### config.mk
export PLATFORM = sky130hd
export DESIGN_NAME = ipm_indicator_pin_mux
export DESIGN_NICKNAME = d
export VERILOG_FILES = /design/src/ipm_pkg.sv /design/src/ipm_indicator_pin_mux.sv /design/src/ipm_src_mux.sv
export SDC_FILE = /design/constraint.sdc
export NUM_CORES = 1
export LEC_CHECK = 0
export BUFFER_PORTS_ARGS = -buffer_cell sky130_fd_sc_hd__buf_2
export CAP_MARGIN = 20
export CORE_ASPECT_RATIO = 1.1
export CORE_MARGIN = 10
export CORE_UTILIZATION = 53
export CTS_CLUSTER_SIZE = 16
export DETAILED_ROUTE_END_ITERATION = 6
export PLACE_DENSITY = 0.89
export SYNTH_ARGS = -nofsm -noshare
export SYNTH_HDL_FRONTEND = slang
export SYNTH_HIERARCHICAL = 1
export SYNTH_SLANG_ARGS = --single-unit
### constraint.sdc
create_clock -name aclk -period 2.8 [get_ports aclk]
set_input_delay 0.56 -clock aclk [delete_from_list [all_inputs] [get_ports aclk]]
set_output_delay 0.56 -clock aclk [all_outputs]
set_load 0.02 [all_outputs]
### src/ipm_pkg.sv
// Package with register map, field layout and reset values of the indicator pin function mux.
`default_nettype none
package ipm_pkg;
    // ------------------------------------------------------------------
    // Bus geometry
    // ------------------------------------------------------------------
    localparam int unsigned IPM_ADDR_W = 12;
    localparam int unsigned IPM_DATA_W = 32;
    localparam int unsigned IPM_REG_W = 16;
    localparam int unsigned IPM_IDX_W = 10;
    localparam int unsigned IPM_IDX_LSB = 2;
    localparam int unsigned IPM_PINS = 4;

    // ------------------------------------------------------------------
    // Register indices; byte address is four times the index
    // ------------------------------------------------------------------
    localparam logic [9:0] IPM_IDX_PIN_IO_CONFIG_MAIN = 10'h302;
    localparam logic [9:0] IPM_IDX_INDICATOR_A_FUNCTION_CFG = 10'h303;
    localparam logic [9:0] IPM_IDX_INDICATOR_B_FUNCTION_CFG = 10'h304;
    localparam logic [9:0] IPM_IDX_INDICATOR_C_FUNCTION_CFG = 10'h305;
    localparam logic [9:0] IPM_IDX_INDICATOR_D_FUNCTION_CFG = 10'h306;
    localparam logic [9:0] IPM_IDX_CLOCK_OUTPUT_STATUS = 10'h308;

    // ------------------------------------------------------------------
    // Reset values and writable masks
    // ------------------------------------------------------------------
    localparam logic [15:0] IPM_RST_PIN_IO_CONFIG_MAIN = 16'h0000;
    localparam logic [15:0] IPM_RST_INDICATOR_CFG = 16'h0008;
    localparam logic [15:0] IPM_RST_CLOCK_OUTPUT_STATUS = 16'h0002;
    localparam logic [15:0] IPM_WMASK_PIN_IO_CONFIG_MAIN = 16'hffc0;
    localparam logic [15:0] IPM_WMASK_INDICATOR_CFG = 16'h003f;
    localparam logic [15:0] IPM_WMASK_CLOCK_OUTPUT_STATUS = 16'hfffe;

    // ------------------------------------------------------------------
    // Field positions
    // ------------------------------------------------------------------
    localparam int unsigned IPM_TERM_MSB = 15;
    localparam int unsigned IPM_TERM_LSB = 14;
    localparam int unsigned IPM_RMII_FLAVOUR_BIT = 8;
    localparam int unsigned IPM_REF_CLK_DISABLE_BIT = 6;
    localparam int unsigned IPM_REF_CLK_STATE_BIT = 0;
    localparam int unsigned IPM_CLK_SEL_MSB = 5;
    localparam int unsigned IPM_CLK_SEL_LSB = 3;
    localparam int unsigned IPM_FUNC_MSB = 2;
    localparam int unsigned IPM_FUNC_LSB = 0;

    // ------------------------------------------------------------------
    // Codes
    // ------------------------------------------------------------------
    localparam logic [2:0] IPM_CLK_SEL_PLL = 3'h5;
    localparam logic [2:0] IPM_CLK_SEL_RECOVERED = 3'h6;
    localparam logic [2:0] IPM_FUNC_B_REF_CLOCK = 3'h6;
    localparam logic [1:0] IPM_RESP_OKAY = 2'h0;
    localparam logic [1:0] IPM_RESP_SLVERR = 2'h2;

    // Edges counted since reset release after which synchronised straps are loaded, on the next edge.
    localparam logic [1:0] IPM_STRAP_LOAD_CNT = 2'h2;
    localparam logic [1:0] IPM_STRAP_DONE_CNT = 2'h3;

    typedef enum logic [1:0] {
        IPM_WS_IDLE = 2'b00,
        IPM_WS_HAVE_ADDR = 2'b01,
        IPM_WS_HAVE_DATA = 2'b10,
        IPM_WS_RESP = 2'b11
    } ipm_wr_state_t;
endpackage : ipm_pkg
`default_nettype wire

### src/ipm_indicator_pin_mux.sv
// Register file and output selection for the four multi-function indicator pins.
`default_nettype none
module ipm_indicator_pin_mux (
    // Clock and reset.
    input wire logic aclk,
    input wire logic aresetn,
    // AXI4-Lite write address channel.
    input wire logic [ipm_pkg::IPM_ADDR_W-1:0] s_axi_awaddr,
    input wire logic [2:0] s_axi_awprot,
    input wire logic s_axi_awvalid,
    output logic s_axi_awready,
    // AXI4-Lite write data channel.
    input wire logic [ipm_pkg::IPM_DATA_W-1:0] s_axi_wdata,
    input wire logic [3:0] s_axi_wstrb,
    input wire logic s_axi_wvalid,
    output logic s_axi_wready,
    // AXI4-Lite write response channel.
    output logic [1:0] s_axi_bresp,
    output logic s_axi_bvalid,
    input wire logic s_axi_bready,
    // AXI4-Lite read address channel.
    input wire logic [ipm_pkg::IPM_ADDR_W-1:0] s_axi_araddr,
    input wire logic [2:0] s_axi_arprot,
    input wire logic s_axi_arvalid,
    output logic s_axi_arready,
    // AXI4-Lite read data channel.
    output logic [ipm_pkg::IPM_DATA_W-1:0] s_axi_rdata,
    output logic [1:0] s_axi_rresp,
    output logic s_axi_rvalid,
    input wire logic s_axi_rready,
    // Strap pins, sampled after reset release.
    input wire logic strap_enhanced_mode,
    input wire logic strap_rmii_valid_pin_flavour,
    input wire logic strap_reference_clock_output_sel,
    // Function sources from the rest of the transceiver.
    input wire logic [ipm_pkg::IPM_PINS-1:0] link_indicator,
    input wire logic pll_clock,
    input wire logic recovered_clock,
    input wire logic reference_clock,
    input wire logic wake_event_output,
    input wire logic interrupt_event,
    input wire logic mii_tx_er,
    input wire logic mii_col,
    input wire logic mii_crs,
    // Pins and configuration outputs.
    output logic indicator_pin_a,
    output logic indicator_pin_b,
    output logic indicator_pin_c,
    output logic indicator_pin_d,
    output logic rmii_valid_pin_flavour,
    output logic [1:0] mac_pin_termination_speed,
    output logic ref_clock_pin_state,
    output logic common_pin_mode
);
    import ipm_pkg::*;

    // ------------------------------------------------------------------
    // Strap synchronisers and one-time load after reset release
    // ------------------------------------------------------------------
    logic [2:0] strap_meta_q;
    logic [2:0] strap_sync_q;
    logic [1:0] strap_cnt_q;
    logic [1:0] strap_cnt_d;
    logic enhanced_q;
    logic enhanced_d;
    logic strap_load;

    always_ff @(posedge aclk) begin
        strap_meta_q <= {strap_reference_clock_output_sel, strap_rmii_valid_pin_flavour, strap_enhanced_mode};
        strap_sync_q <= strap_meta_q;
    end

    always_comb begin
        strap_load = (strap_cnt_q == IPM_STRAP_LOAD_CNT);
        strap_cnt_d = strap_cnt_q;
        if (strap_cnt_q != IPM_STRAP_DONE_CNT) begin
            strap_cnt_d = strap_cnt_q + 2'h1;
        end
        enhanced_d = enhanced_q;
        if (strap_load) begin
            enhanced_d = strap_sync_q[0];
        end
    end

    always_ff @(posedge aclk) begin
        if (!aresetn) begin
            strap_cnt_q <= 2'h0;
            enhanced_q <= 1'b0;
        end else begin
            strap_cnt_q <= strap_cnt_d;
            enhanced_q <= enhanced_d;
        end
    end

    // ------------------------------------------------------------------
    // AXI4-Lite write path
    // ------------------------------------------------------------------
    ipm_wr_state_t wr_state_q;
    ipm_wr_state_t wr_state_d;
    logic [IPM_IDX_W-1:0] wr_idx_q;
    logic [IPM_IDX_W-1:0] wr_idx_d;
    logic [IPM_REG_W-1:0] wr_data_q;
    logic [IPM_REG_W-1:0] wr_data_d;
    logic [1:0] wr_strb_q;
    logic [1:0] wr_strb_d;
    logic [1:0] bresp_q;
    logic [1:0] bresp_d;
    logic aw_take;
    logic w_take;
    logic wr_commit;
    logic [IPM_REG_W-1:0] wr_bytes;

    always_comb begin
        s_axi_awready = (wr_state_q == IPM_WS_IDLE) || (wr_state_q == IPM_WS_HAVE_DATA);
        s_axi_wready = (wr_state_q == IPM_WS_IDLE) || (wr_state_q == IPM_WS_HAVE_ADDR);
        aw_take = s_axi_awvalid && s_axi_awready;
        w_take = s_axi_wvalid && s_axi_wready;
        wr_idx_d = wr_idx_q;
        wr_data_d = wr_data_q;
        wr_strb_d = wr_strb_q;
        bresp_d = bresp_q;
        wr_state_d = wr_state_q;
        wr_commit = 1'b0;
        if (aw_take) begin
            wr_idx_d = s_axi_awaddr[IPM_IDX_LSB +: IPM_IDX_W];
        end
        if (w_take) begin
            wr_data_d = s_axi_wdata[IPM_REG_W-1:0];
            wr_strb_d = s_axi_wstrb[1:0];
        end
        case (wr_state_q)
            IPM_WS_IDLE: begin
                if (aw_take && w_take) begin
                    wr_state_d = IPM_WS_RESP;
                    wr_commit = 1'b1;
                end else if (aw_take) begin
                    wr_state_d = IPM_WS_HAVE_ADDR;
                end else if (w_take) begin
                    wr_state_d = IPM_WS_HAVE_DATA;
                end
            end
            IPM_WS_HAVE_ADDR: begin
                if (w_take) begin
                    wr_state_d = IPM_WS_RESP;
                    wr_commit = 1'b1;
                end
            end
            IPM_WS_HAVE_DATA: begin
                if (aw_take) begin
                    wr_state_d = IPM_WS_RESP;
                    wr_commit = 1'b1;
                end
            end
            IPM_WS_RESP: begin
                if (s_axi_bready) begin
                    wr_state_d = IPM_WS_IDLE;
                end
            end
            default: begin
                wr_state_d = IPM_WS_IDLE;
            end
        endcase
        if (wr_commit) begin
            bresp_d = idx_mapped(wr_idx_d) ? IPM_RESP_OKAY : IPM_RESP_SLVERR;
        end
        wr_bytes = {{8{wr_strb_d[1]}}, {8{wr_strb_d[0]}}};
    end

    always_ff @(posedge aclk) begin
        if (!aresetn) begin
            wr_state_q <= IPM_WS_IDLE;
            wr_idx_q <= '0;
            wr_data_q <= '0;
            wr_strb_q <= 2'h0;
            bresp_q <= IPM_RESP_OKAY;
        end else begin
            wr_state_q <= wr_state_d;
            wr_idx_q <= wr_idx_d;
            wr_data_q <= wr_data_d;
            wr_strb_q <= wr_strb_d;
            bresp_q <= bresp_d;
        end
    end

    assign s_axi_bvalid = (wr_state_q == IPM_WS_RESP);
    assign s_axi_bresp = bresp_q;

    function automatic logic idx_mapped(input logic [IPM_IDX_W-1:0] idx);
        idx_mapped = (idx == IPM_IDX_PIN_IO_CONFIG_MAIN) || (idx == IPM_IDX_CLOCK_OUTPUT_STATUS)
            || ((idx >= IPM_IDX_INDICATOR_A_FUNCTION_CFG) && (idx <= IPM_IDX_INDICATOR_D_FUNCTION_CFG));
    endfunction

    function automatic logic [IPM_REG_W-1:0] merge(input logic [IPM_REG_W-1:0] old_val,
                                                   input logic [IPM_REG_W-1:0] new_val,
                                                   input logic [IPM_REG_W-1:0] mask);
        merge = (old_val & ~mask) | (new_val & mask);
    endfunction

    // ------------------------------------------------------------------
    // Configuration registers
    // ------------------------------------------------------------------
    logic [IPM_REG_W-1:0] io_cfg_q;
    logic [IPM_REG_W-1:0] io_cfg_d;
    logic [IPM_REG_W-1:0] ind_cfg_q [IPM_PINS];
    logic [IPM_REG_W-1:0] ind_cfg_d [IPM_PINS];
    logic [IPM_REG_W-1:0] clk_stat_q;
    logic [IPM_REG_W-1:0] clk_stat_d;
    logic ref_state;

    always_comb begin
        io_cfg_d = io_cfg_q;
        clk_stat_d = clk_stat_q;
        if (strap_load) begin
            io_cfg_d[IPM_RMII_FLAVOUR_BIT] = strap_sync_q[1];
        end
        if (wr_commit && (wr_idx_d == IPM_IDX_PIN_IO_CONFIG_MAIN)) begin
            io_cfg_d = merge(io_cfg_q, wr_data_d, IPM_WMASK_PIN_IO_CONFIG_MAIN & wr_bytes);
        end
        if (wr_commit && (wr_idx_d == IPM_IDX_CLOCK_OUTPUT_STATUS)) begin
            clk_stat_d = merge(clk_stat_q, wr_data_d, IPM_WMASK_CLOCK_OUTPUT_STATUS & wr_bytes);
        end
    end

    for (genvar p = 0; p < IPM_PINS; p++) begin : g_cfg
        always_comb begin
            ind_cfg_d[p] = ind_cfg_q[p];
            if ((p == 1) && strap_load && strap_sync_q[0] && strap_sync_q[2]) begin
                ind_cfg_d[p][IPM_FUNC_MSB:IPM_FUNC_LSB] = IPM_FUNC_B_REF_CLOCK;
            end
            if (wr_commit && (wr_idx_d == IPM_IDX_INDICATOR_A_FUNCTION_CFG + IPM_IDX_W'(p))) begin
                ind_cfg_d[p] = merge(ind_cfg_q[p], wr_data_d, IPM_WMASK_INDICATOR_CFG & wr_bytes);
            end
        end
        always_ff @(posedge aclk) begin
            if (!aresetn) begin
                ind_cfg_q[p] <= IPM_RST_INDICATOR_CFG;
            end else begin
                ind_cfg_q[p] <= ind_cfg_d[p];
            end
        end
    end

    always_ff @(posedge aclk) begin
        if (!aresetn) begin
            io_cfg_q <= IPM_RST_PIN_IO_CONFIG_MAIN;
            clk_stat_q <= IPM_RST_CLOCK_OUTPUT_STATUS;
        end else begin
            io_cfg_q <= io_cfg_d;
            clk_stat_q <= clk_stat_d;
        end
    end

    // Status is only meaningful in enhanced mode and reads 0 otherwise.
    assign ref_state = enhanced_q && io_cfg_q[IPM_REF_CLK_DISABLE_BIT];

    // ------------------------------------------------------------------
    // AXI4-Lite read path
    // ------------------------------------------------------------------
    logic rvalid_q;
    logic rvalid_d;
    logic [IPM_REG_W-1:0] rdata_q;
    logic [IPM_REG_W-1:0] rdata_d;
    logic [1:0] rresp_q;
    logic [1:0] rresp_d;
    logic [IPM_IDX_W-1:0] rd_idx;

    always_comb begin
        s_axi_arready = !rvalid_q;
        rd_idx = s_axi_araddr[IPM_IDX_LSB +: IPM_IDX_W];
        rvalid_d = rvalid_q;
        rdata_d = rdata_q;
        rresp_d = rresp_q;
        if (rvalid_q && s_axi_rready) begin
            rvalid_d = 1'b0;
        end
        if (s_axi_arvalid && s_axi_arready) begin
            rvalid_d = 1'b1;
            rresp_d = idx_mapped(rd_idx) ? IPM_RESP_OKAY : IPM_RESP_SLVERR;
            rdata_d = '0;
            case (rd_idx)
                IPM_IDX_PIN_IO_CONFIG_MAIN: rdata_d = io_cfg_q;
                IPM_IDX_INDICATOR_A_FUNCTION_CFG: rdata_d = ind_cfg_q[0];
                IPM_IDX_INDICATOR_B_FUNCTION_CFG: rdata_d = ind_cfg_q[1];
                IPM_IDX_INDICATOR_C_FUNCTION_CFG: rdata_d = ind_cfg_q[2];
                IPM_IDX_INDICATOR_D_FUNCTION_CFG: rdata_d = ind_cfg_q[3];
                IPM_IDX_CLOCK_OUTPUT_STATUS: begin
                    rdata_d = clk_stat_q;
                    rdata_d[IPM_REF_CLK_STATE_BIT] = ref_state;
                end
                default: rdata_d = '0;
            endcase
        end
    end

    always_ff @(posedge aclk) begin
        if (!aresetn) begin
            rvalid_q <= 1'b0;
            rdata_q <= '0;
            rresp_q <= IPM_RESP_OKAY;
        end else begin
            rvalid_q <= rvalid_d;
            rdata_q <= rdata_d;
            rresp_q <= rresp_d;
        end
    end

    assign s_axi_rvalid = rvalid_q;
    assign s_axi_rdata = {{(IPM_DATA_W-IPM_REG_W){1'b0}}, rdata_q};
    assign s_axi_rresp = rresp_q;

    // ------------------------------------------------------------------
    // Pin source selection
    // ------------------------------------------------------------------
    logic [2:0] clk_sel [IPM_PINS];
    logic sel_clock [IPM_PINS];
    logic [7:0] pin_sources [IPM_PINS];
    logic [IPM_PINS-1:0] pin_level;

    for (genvar p = 0; p < IPM_PINS; p++) begin : g_pin
        assign clk_sel[p] = ind_cfg_q[p][IPM_CLK_SEL_MSB:IPM_CLK_SEL_LSB];
        // Reserved clock codes give a steady low rather than a floating pin.
        assign sel_clock[p] = (clk_sel[p] == IPM_CLK_SEL_PLL) ? pll_clock :
                              (clk_sel[p] == IPM_CLK_SEL_RECOVERED) ? recovered_clock : 1'b0;
        ipm_src_mux u_mux (
            .sources(pin_sources[p]),
            .func_sel(ind_cfg_q[p][IPM_FUNC_MSB:IPM_FUNC_LSB]),
            .pin_out(pin_level[p])
        );
    end

    // Bit order is code 7 down to code 0.
    assign pin_sources[0] = {1'b1, 1'b0, 1'b0, interrupt_event, 1'b0, wake_event_output, sel_clock[0],
                             link_indicator[0]};
    assign pin_sources[1] = {1'b0, reference_clock, mii_tx_er, interrupt_event, 1'b0, wake_event_output,
                             sel_clock[1], link_indicator[1]};
    assign pin_sources[2] = {1'b1, mii_col, mii_col, interrupt_event, mii_col, wake_event_output, 1'b0,
                             link_indicator[2]};
    assign pin_sources[3] = {1'b1, mii_crs, mii_crs, interrupt_event, mii_crs, wake_event_output, 1'b0,
                             link_indicator[3]};

    assign indicator_pin_a = pin_level[0];
    // In enhanced mode the shared pin carries the reference clock unless the disable bit hands it back to the pin b function mux.
    assign indicator_pin_b = (enhanced_q && !io_cfg_q[IPM_REF_CLK_DISABLE_BIT]) ? reference_clock
                                                                                : pin_level[1];
    assign indicator_pin_c = pin_level[2];
    assign indicator_pin_d = pin_level[3];
    assign rmii_valid_pin_flavour = io_cfg_q[IPM_RMII_FLAVOUR_BIT];
    assign mac_pin_termination_speed = io_cfg_q[IPM_TERM_MSB:IPM_TERM_LSB];
    assign ref_clock_pin_state = ref_state;
    assign common_pin_mode = !enhanced_q;
endmodule // ipm_indicator_pin_mux
`default_nettype wire

### src/ipm_src_mux.sv
// Eight-way source selector that places one function source on an indicator pin.
`default_nettype none
module ipm_src_mux (
    // Candidate sources indexed by function code.
    input wire logic [7:0] sources,
    // Registered function code.
    input wire logic [2:0] func_sel,
    // Pin level.
    output logic pin_out
);
    always_comb begin
        pin_out = sources[func_sel];
    end
endmodule // ipm_src_mux
`default_nettype wire

# Word level (Yosys, flattened, before mapping)

Memories as Yosys holds them, arrays and structs flattened.
Cells that the tools add are included.
Widths: inputs -> output; s select.

Memories kept: 1
Flip-flop bits (word level): 92
RAM bits: 64
Input bits: 88

Memories:

| name      | words | bits a word | rd ports | clocked after Yosys merged registers in | write ports | RTL line                     | text |
|---|---|---|---|---|---|---|---|
| ind_cfg_q | 4     | 16          | 4        | 0                                       | 4           | ipm_indicator_pin_mux.sv:204 | `logic [IPM_REG_W-1:0] ind_cfg_q [IPM_PINS];` |

Reductions and logical operators: 30
Equality and inequality tests: 25
$add $sub $neg: 1
Mux-type cells: 45
Order comparisons: 8
Bitwise gates (word level): 22

Operators by type and width:

| kind                 | count |
|---|---|
| $mux 16              | 9 |
| $and 16x16->16       | 8 |
| $eq 10x10->1 const B | 12 |
| $or 16x16->16        | 6 |
| $pmux 16 s6          | 1 |
| $not 16->16          | 2 |
| $ge 10x10->1 const B | 2 |
| $le 10x10->1 const B | 2 |
| $mux 2               | 9 |
| $logic_and 1x1->1    | 17 |
| $mux 1               | 17 |
| $and 16x6->16        | 1 |
| $lt 3x4->1 const B   | 4 |
| $not 6->16           | 1 |
| $bmux 1 s3           | 4 |
| $eq 3x3->1 const B   | 4 |
| $mux 10              | 1 |
| $mux 9               | 1 |
| $pmux 2 s4           | 1 |
| $eq 2x2->1 const B   | 3 |
| $logic_or 1x1->1     | 6 |
| $ne 2x2->1 const B   | 3 |
| $ne 4x3->1 const B   | 1 |
| $or 1x1->1           | 4 |
| 9 further kinds      | 12 |

# Logic depth before layout (Yosys ltp)

Gate-level depths: netlist of run 1.

Depth after elaboration: 9
Gate-level depth with buffers: 10
Depth with buffers taken out: 7

# Cells and area by module

The synthesis of run 1 kept the hierarchy.

Modules (own cells, without submodules):

| module                | times used | seq. area each (um^2) | area an instance (um^2) | cells each |
|---|---|---|---|---|
| ipm_indicator_pin_mux | 1          | 2,142.1               | 4,858.4                 | 517 |
| ipm_src_mux           | 4          | 0.0                   | 63.8                    | 3 |

# Worst setup path before layout of run 1

OpenSTA, ideal clock, no wires.

Path kind: in2out
Start: in pll_clock
End: out indicator_pin_b
Data required time: 2,240 ps
Setup slack: 475 ps
Arrival: 1,765 ps
Stages: 7
Cells stage by stage: nand3b_1 > o21ai_0 > and2_1 > mux4_1 > mux2_2 > o21ai_0 > nand2_1

RTL lines:

| item               | RTL line                    | text |
|---|---|---|
| start: declaration | ipm_indicator_pin_mux.sv:37 | `input wire logic pll_clock,` |
| end: declaration   | ipm_indicator_pin_mux.sv:47 | `output logic indicator_pin_b,` |

==> results of run 1 <==
[cells in the final DEF (no fill, tap or decap), types with 2 or more instances in the layout]
| cell type | netlist | layout |
|---|---|---|
| sky130_fd_sc_hd__a22o_1 | 26 | 26 |
| sky130_fd_sc_hd__inv_1 | 25 | 25 |
| sky130_fd_sc_hd__o21ai_2 | 1 | 2 |
| sky130_fd_sc_hd__clkbuf_8 | 0 | 9 |
| sky130_fd_sc_hd__inv_6 | 0 | 2 |
| sky130_fd_sc_hd__o21a_1 | 3 | 3 |
| sky130_fd_sc_hd__conb_1 | 2 | 28 |
| sky130_fd_sc_hd__mux4_1 | 8 | 8 |
| sky130_fd_sc_hd__a31oi_1 | 2 | 2 |
| sky130_fd_sc_hd__nor2_1 | 34 | 34 |
| sky130_fd_sc_hd__o221a_2 | 2 | 2 |
| sky130_fd_sc_hd__a221o_1 | 6 | 6 |
| sky130_fd_sc_hd__nor4_1 | 2 | 2 |
| sky130_fd_sc_hd__buf_2 | 6 | 91 |
| sky130_fd_sc_hd__mux2_2 | 30 | 30 |
| sky130_fd_sc_hd__or3b_1 | 2 | 2 |
| sky130_fd_sc_hd__and2_1 | 6 | 6 |
| sky130_fd_sc_hd__mux2i_1 | 31 | 31 |
| sky130_fd_sc_hd__o21ai_0 | 24 | 23 |
| sky130_fd_sc_hd__nand2b_1 | 6 | 6 |
| sky130_fd_sc_hd__clkinvlp_4 | 0 | 2 |
| sky130_fd_sc_hd__a211oi_1 | 2 | 2 |
| sky130_fd_sc_hd__ha_1 | 6 | 6 |
| sky130_fd_sc_hd__dfxtp_1 | 107 | 106 |
| sky130_fd_sc_hd__nand3_1 | 26 | 26 |
| sky130_fd_sc_hd__nor4b_1 | 6 | 6 |
| sky130_fd_sc_hd__a22oi_1 | 8 | 8 |
| sky130_fd_sc_hd__o2111ai_1 | 5 | 4 |
| sky130_fd_sc_hd__or2_2 | 2 | 2 |
| sky130_fd_sc_hd__a21oi_1 | 16 | 16 |
| sky130_fd_sc_hd__buf_4 | 20 | 13 |
| sky130_fd_sc_hd__clkbuf_1 | 12 | 2 |
| sky130_fd_sc_hd__o31ai_1 | 4 | 4 |
| sky130_fd_sc_hd__nand2_1 | 55 | 55 |
| sky130_fd_sc_hd__nand3b_1 | 4 | 4 |
| sky130_fd_sc_hd__nor2b_1 | 3 | 3 |
[critical path, stage by stage (launching register included)]
cell	delay (ns)
sky130_fd_sc_hd__dfxtp_2	0.37
sky130_fd_sc_hd__nand3b_1	0.12
sky130_fd_sc_hd__o21ai_1	0.07
sky130_fd_sc_hd__and2_1	0.17
sky130_fd_sc_hd__mux4_1	0.49
sky130_fd_sc_hd__mux2_2	0.28
sky130_fd_sc_hd__o21ai_0	0.07
sky130_fd_sc_hd__nand2_1	0.06
sky130_fd_sc_hd__buf_2	0.15
[worst max path at each step]
stage / to / slack, ns
5_1_grt: indicator_pin_b / -0.02
4_1_cts: indicator_pin_b / 0.03
2_1_floorplan: indicator_pin_b / 0.47
3_5_place_dp: flip-flop / 0.02
3_3_place_gp: flip-flop / 0.20
6_report: indicator_pin_b / 0.09
[cells in the mapped netlist (5+ instances only)]
cell type / count / area [sq um]
sky130_fd_sc_hd__o2111ai_1: 5 / 43.79
sky130_fd_sc_hd__nand2b_1: 6 / 37.54
sky130_fd_sc_hd__mux4_1: 8 / 210.2
sky130_fd_sc_hd__a221o_1: 6 / 60.06
sky130_fd_sc_hd__o21ai_0: 24 / 120.1
sky130_fd_sc_hd__mux2_2: 30 / 337.8
sky130_fd_sc_hd__nand3_1: 26 / 130.1
sky130_fd_sc_hd__ha_1: 6 / 75.07
sky130_fd_sc_hd__buf_1: 6 / 22.52
sky130_fd_sc_hd__inv_1: 25 / 93.84
sky130_fd_sc_hd__a21oi_1: 16 / 80.08
sky130_fd_sc_hd__buf_4: 20 / 150.1
sky130_fd_sc_hd__nor4b_1: 6 / 52.55
sky130_fd_sc_hd__a22oi_1: 8 / 60.06
sky130_fd_sc_hd__buf_2: 6 / 30.03
sky130_fd_sc_hd__nand2_1: 55 / 206.5
sky130_fd_sc_hd__nor2_1: 34 / 127.6
sky130_fd_sc_hd__clkbuf_1: 12 / 45.04
sky130_fd_sc_hd__dfxtp_1: 107 / 2142
sky130_fd_sc_hd__mux2i_1: 31 / 310.3
sky130_fd_sc_hd__and2_1: 6 / 37.54
sky130_fd_sc_hd__a22o_1: 26 / 227.7
[per-layer routing]
metal	track usage	up-vias	share of wire
met5	0	-	0
met4	0.05952	0	0.013
met3	0.04360	17	0.070
met2	0.3052	142	0.50
met1	0.2035	2036	0.42
li1	-	2049	-
[per-stage QoR]
step / area, sq um / total power [W] / std cells
after detailed placement: 5637 / 0.002771 / 729
after floorplan: 5211 / 0.002524 / 555
final: 5821 / 0.003619 / 746
after global placement: 5637 / 0.002714 / 729
after CTS: 5806 / 0.003605 / 745
after global routing: 5821 / 0.003789 / 746
[cells by family (layout without fill, tap and decap cells)]
logic type	after synthesis	after routing
buf+inv	72	146
xor+xnor	2	2
compound gates	112	112
flops	107	107
other cells	2	28
simple gates	159	159
fa+ha+maj	6	6
mux	69	69
[where the power goes]
part           internal, W  switching, W  leakage [nW]
Sequential         0.00164     0.0000735         0.871
Clock             0.000330      0.000527        0.0803
Combinational     0.000434      0.000620          1.64
Total              0.00240       0.00122          2.60
[final cells by class]
class,count,area share
Multi-Input combinational cell,376,0.4658
Clock buffer,11,0.02257
Inverter,26,0.01677
Tap cell,117,0.02515
Sequential cell,107,0.3682
Timing Repair Buffer,104,0.09501
Clock inverter,5,0.006449
==> impl_summary.txt, run 1 <==
----------------------------------------------------
[Run status]
  Result of the run ... completed

[Synth]
  Share of synthesized area occupied by flip-flops and latches ... 0.4189
  Compound-gate portion of the synthesized area ... 0.1610
  Area share of and/or/nand/nor cells after synthesis ... 0.1608
  Number of enable flip-flop cells after synthesis ... 0
  Post-synthesis instance total ... approximately 530
  Unique cell type count in the Yosys netlist ... 64
  FFs w/ async S/R, synth ... 0
  Adder-cell share of the synthesized area ... 0.01468
  Combinational family with the most area after synthesis ... multiplexers
  Mux share of post-synthesis cell area ... 0.1678
  Most used flip-flop cell after synthesis ... sky130_fd_sc_hd__dfxtp_1
  Synthesis-stage register bit count ... 107
  Number of warning messages in the yosys log ... 6
  Syn Area/Cell ... a little under 10 sq um
  Post-synthesis instance area ... about 5100 sq um
  Xor/xnor cell area share of the yosys netlist ... 0.003425

[Floorplanning]
  Initial core utilization ... 0.5441
  Num ports ... between 100 and 150
  Die Footprint ... 13980 sq um
  Row cnt ... 37
  Die boundary height ... approximately 120 um
  Core region area ... ~9400 sq um
  Floorplan die width ... between 100 and 150 um

[Critical path]
  Category of the worst setup path capture point ... output pin
  Required time at the worst-slack endpoint ... between 2 and 2.5 ns
  Crit path launch type ... flip-flop
  Arrival time reported for the critical path endpoint ... about 2.2 ns
  Setup slack on the worst flop-to-flop path ... roughly 0.2 ns
  Crit Path Class ... flip-flop to output pin
  Number of cell instances on the worst register-to-register path ... 7
  Maximum fanout encountered on the critical timing path ... 4
  R2R Path Start ... wr_state_q[0]$_SDFFE_PN0P_

[STA]
  Number of hold-slack violations in the final timing report ... 0
  Skew final ... roughly 0.0095 ns
  Count of pins over their slew limit ... 0
  Final setup viols ... 0
  Max-slew headroom at the worst pin ... 0.5927
  Worst hold slack across all endpoints ... roughly 0.29 ns
  Unrepaired setup endpoints after global routing ... yes
  Final cycle utilization of the critical path ... 0.9680
  Final critical path time including I/O delays and setup ... 2.710 ns
  Worst path setup slack after routing ... 0.08965 ns
  Slew @ Worst Pin ... 0.6109 ns
  Highest clock rate ... ~370 MHz
  Summed negative setup slack over all endpoints ... 0 ns

[GRT]
  Global-route wire length before repair ... ~20000 um
  Number of global-route vias before repair ... 4226
  Global routing usage summed across all routing layers ... 0.1744
  Initial antenna violation count ... 0
  Remaining Overflow, GRT ... 0
  Pin count of the biggest net entering global routing ... 63

[Worst hold path]
  WHS Path Cells ... 1
  Worst hold path type ... primary input to flip-flop
  Hold Startpoint ... strap_reference_clock_output_sel
  Worst-case hold path end point ... strap_meta_q[2]$_DFF_P_

[Final layout]
  Share of layout cells above drive strength 1 ... 0.2671
  Diodes inserted ... 0
  Post-layout util ... 0.6194
  Area occupied by multi-input gates ... approximately 2700 sq um
  Layout filler cell count ... between 700 and 800
  Sequential Area ... roughly 2100 sq um
  NumNets Final ... 718
  Signed area change from the synthesized netlist to the final layout ... 13.82%

[Detailed routing]
  Detailed-route via count ... 4244
  Number of vias per cell ... around 5.7
  Total wire length after detailed routing ... about 13000 um
  First-pass DRT Iterations ... 5
  Average wire per cell in the routed design ... ~17 um
  Iter 0 DRT Violations ... between 300 and 400
  Number of antenna-violating nets in the routed design ... 0
  Drc violations ... 0

[Clock tree]
  Number of setup buffers added after CTS ... 0
  Source-to-sink clock delay at the later pin of the worst-skew pair ... ~0.37 ns
  Post-cts hold buffer count ... 0
  Clock buffers created by TritonCTS ... 9
  Count of cells resized by post-cts repair ... 0
  Maximum buffer depth of the clock tree ... 2
  CTS tree ... built
  Clock Sink Count ... around 110
  Number of levels in the clock H-tree ... 3
  Cell at the root of the clock tree ... sky130_fd_sc_hd__clkbuf_8
  Clock transition at the registers of the reported paths ... ~0.10 ns

[Run]
  Max Cap Viol ... 0

[Place]
  Final GP Congestion ... 0.8673
  Worst setup slack after placement ... between 0.02 and 0.025 ns
  HPWL after detailed placement ... approximately 9600 um
  PortBufs ... slightly above 90

[Pwr]
  Leak Pwr ... 2.595 nW
  Power Density ... a little over 600 nW/um^2
  Worst voltage drop across the vdd grid ... 0.7006 mV

----------------------------------------------------
(Power assumes the default switching activity.)
==> inputs of run 2 (changes only) <==
Settings changed: CORE_ASPECT_RATIO 1.1 to not set.
==> impl_summary.txt, run 2 (synthesized netlist as in run 1, its figures left out) <==
----------------------------------------------------
[Critical path]
  CP max stage cell ... sky130_fd_sc_hd__mux4_1
  Crit path launch type ... flip-flop
  Crit-path max cell delay ... approximately 0.50 ns
  Required time at the worst-slack endpoint ... ~2.2 ns
  Arrival time reported for the critical path endpoint ... approximately 2.2 ns
  R2R Path Start ... wr_state_q[0]$_SDFFE_PN0P_
  Setup slack on the worst flop-to-flop path ... around 0.13 ns
  Dominant cell type by count on the critical path ... sky130_fd_sc_hd__o21ai_0
  Crit-path cells ... nand3b_1 -> o21ai_0 -> and2_1 -> mux4_1 -> mux2_2 -> o21ai_0 -> nand2_1 -> buf_2
  Crit Path Class ... flip-flop to output pin
  Maximum fanout encountered on the critical timing path ... 3
  Number of cell instances on the worst register-to-register path ... 7
  Category of the worst setup path capture point ... output pin

[Detailed routing]
  Iter 0 DRT Violations ... roughly 330
  Number of antenna-violating nets in the routed design ... 0
  Number of vias per cell ... 5.726
  Total wire length after detailed routing ... about 13000 um
  Detailed-route via count ... 4363
  First-pass DRT Iterations ... 5
  Average wire per cell in the routed design ... between 15 and 20 um
  Drc violations ... 0

[Clock tree]
  CTS tree ... built
  Maximum buffer depth of the clock tree ... 2
  Cell at the root of the clock tree ... sky130_fd_sc_hd__clkbuf_8
  Source-to-sink clock delay at the later pin of the worst-skew pair ... roughly 0.38 ns
  Clock Sink Count ... roughly 110
  Clock transition at the registers of the reported paths ... approximately 0.10 ns
  Number of levels in the clock H-tree ... 3
  Clock buffers created by TritonCTS ... 9

[Floorplanning]
  Row cnt ... 35
  Die Footprint ... about 14000 sq um
  Initial core utilization ... 0.5482
  Die boundary height ... roughly 120 um
  Core region area ... about 9300 sq um
  Floorplan die width ... about 120 um
  Num ports ... 138

[Place]
  Final GP Congestion ... between 0.9 and 1
  Dpl cells ... between 700 and 800
  Placed instance area ... 5659 sq um
  HPWL after detailed placement ... about 9800 um
  PortBufs ... between 90 and 100

[Final layout]
  Final cell area excluding filler cells ... 5872 sq um
  Signed area change from the synthesized netlist to the final layout ... 14.83%
  Layout filler cell count ... around 770
  Most common library cell in the layout ignoring fill and taps ... sky130_fd_sc_hd__dfxtp_1
  Share of layout cells above drive strength 1 ... 0.2722
  Final instance count without filler cells ... 762
  Post-layout util ... 0.6295
  NumNets Final ... around 700
  Top library cells by usage in the layout, fill and taps aside ... sky130_fd_sc_hd__dfxtp_1 (106), sky130_fd_sc_hd__buf_2 (91), sky130_fd_sc_hd__nand2_1 (55), sky130_fd_sc_hd__nor2_1 (34), sky130_fd_sc_hd__mux2i_1 (31)

[GRT]
  Global-route wire length before repair ... roughly 21000 um
  Global routing usage summed across all routing layers ... 0.1810
  Remaining Overflow, GRT ... 0
  Number of global-route vias before repair ... 4357
  Initial antenna violation count ... 1
  Pin count of the biggest net entering global routing ... 63

[Run status]
  Result of the run ... completed

[Worst hold path]
  WHS Path Cells ... 1
  Hold Startpoint ... strap_reference_clock_output_sel
  Worst hold path type ... primary input to flip-flop
  Worst-case hold path end point ... strap_meta_q[2]$_DFF_P_

[STA]
  Slew @ Worst Pin ... ~0.73 ns
  Final cycle utilization of the critical path ... 0.9761
  Final critical path time including I/O delays and setup ... between 2 and 3 ns
  Skew final ... around 0.01 ns
  Number of hold-slack violations in the final timing report ... 0
  Final setup viols ... 0
  Count of pins over their slew limit ... 0
  Highest clock rate ... approximately 370 MHz
  Max-slew headroom at the worst pin ... 0.5101

[Pwr]
  Power Density ... 628.6 nW/um^2
  Worst voltage drop across the vdd grid ... roughly 0.67 mV
  Leak Pwr ... about 2.6 nW

[Run]
  Max Cap Viol ... 0

----------------------------------------------------
run 2: cell count changes in the layout (fill, tap and decap cells not counted):
cell                        previous run  this run
sky130_fd_sc_hd__o21ai_0              23        24
sky130_fd_sc_hd__o2111ai_2             1         0
sky130_fd_sc_hd__inv_8                 0         1
sky130_fd_sc_hd__clkinv_4              0         1
sky130_fd_sc_hd__buf_4                13        16
sky130_fd_sc_hd__o2111ai_1             4         5
sky130_fd_sc_hd__inv_6                 2         1
sky130_fd_sc_hd__diode_2               0         1
sky130_fd_sc_hd__clkbuf_8              9        10
sky130_fd_sc_hd__clkbuf_1              2         0
sky130_fd_sc_hd__o21ai_1               1         0
run 2: routing by layer:
layer / vias to the layer above / GRT usage / wire length (um)
met5: - / 0 / 0
met4: 0 / 0.06955 / 246
met3: 27 / 0.05188 / 912
met2: 183 / 0.3161 / 6590
met1: 2086 / 0.2037 / 5347
li1: 2067 / - / -
run 2: worst max path at each step:
stage | cells past startpoint | end | start | slack [ns]
after floorplan | 7 | indicator_pin_b | pll_clock | 0.47
after global placement | 6 | flip-flop | s_axi_awaddr[6] | 0.18
after detailed placement | 6 | flip-flop | wr_state_q[0]$_SDFFE_PN0P_ | 0.07
after CTS | 8 | indicator_pin_b | flip-flop | 0.004
after global routing | 8 | indicator_pin_b | flip-flop | -0.003
final | 8 | indicator_pin_b | flip-flop | 0.07
run 2: layout make-up:
cell class,instances,area [sq um],share of cell area
repair buffers,107,575.6,0.09802
well taps,129,161.4,0.02749
clock buffers,10,137.6,0.02344
inverters,26,97.59,0.01662
multi-input cells,376,2705,0.4607
diodes,1,2.502,0.0004262
flip-flops and latches,107,2143,0.3650
clock inverters,6,48.80,0.008310
run 2: repair_timing:
action / 4_1_cts / 5_1_grt
hold endpoints to repair: 0 / 0
hold buffers: 0 / 0
setup buffers: 0 / 1
endpoints found under the setup margin: 0 / 1
gates resized for setup: 0 / 1
run 2: power by group:
group	total [W]	switching [W]	internal [W]
clock network	0.000906	0.000549	0.000357
registers	0.00171	0.0000717	0.00164
logic	0.00108	0.000624	0.000453
run 2: worst max-delay path, delay by kind of cell (launching register included):
family | cells | cell delay [ns]
AO/OA/AOI/OAI | 2 | 0.18
buffers and inverters | 1 | 0.15
flip-flops | 1 | 0.35
multiplexers | 2 | 0.78
AND/OR/NAND/NOR | 3 | 0.34
run 2: stage by stage:
stage | power (W) | setup slack [ns] | setup TNS, ns | hold slack (ns)
2_1_floorplan | 0.002524 | 0.4747 | 0 | 0.3096
3_3_place_gp | 0.002739 | 0.1758 | 0 | 0.3158
3_5_place_dp | 0.002801 | 0.07060 | 0 | 0.3121
4_1_cts | 0.003689 | 0.004362 | 0 | 0.2711
5_1_grt | 0.003880 | -0.002536 | -0.002536 | 0.2602
6_report | 0.003691 | 0.06690 | 0 | 0.2815
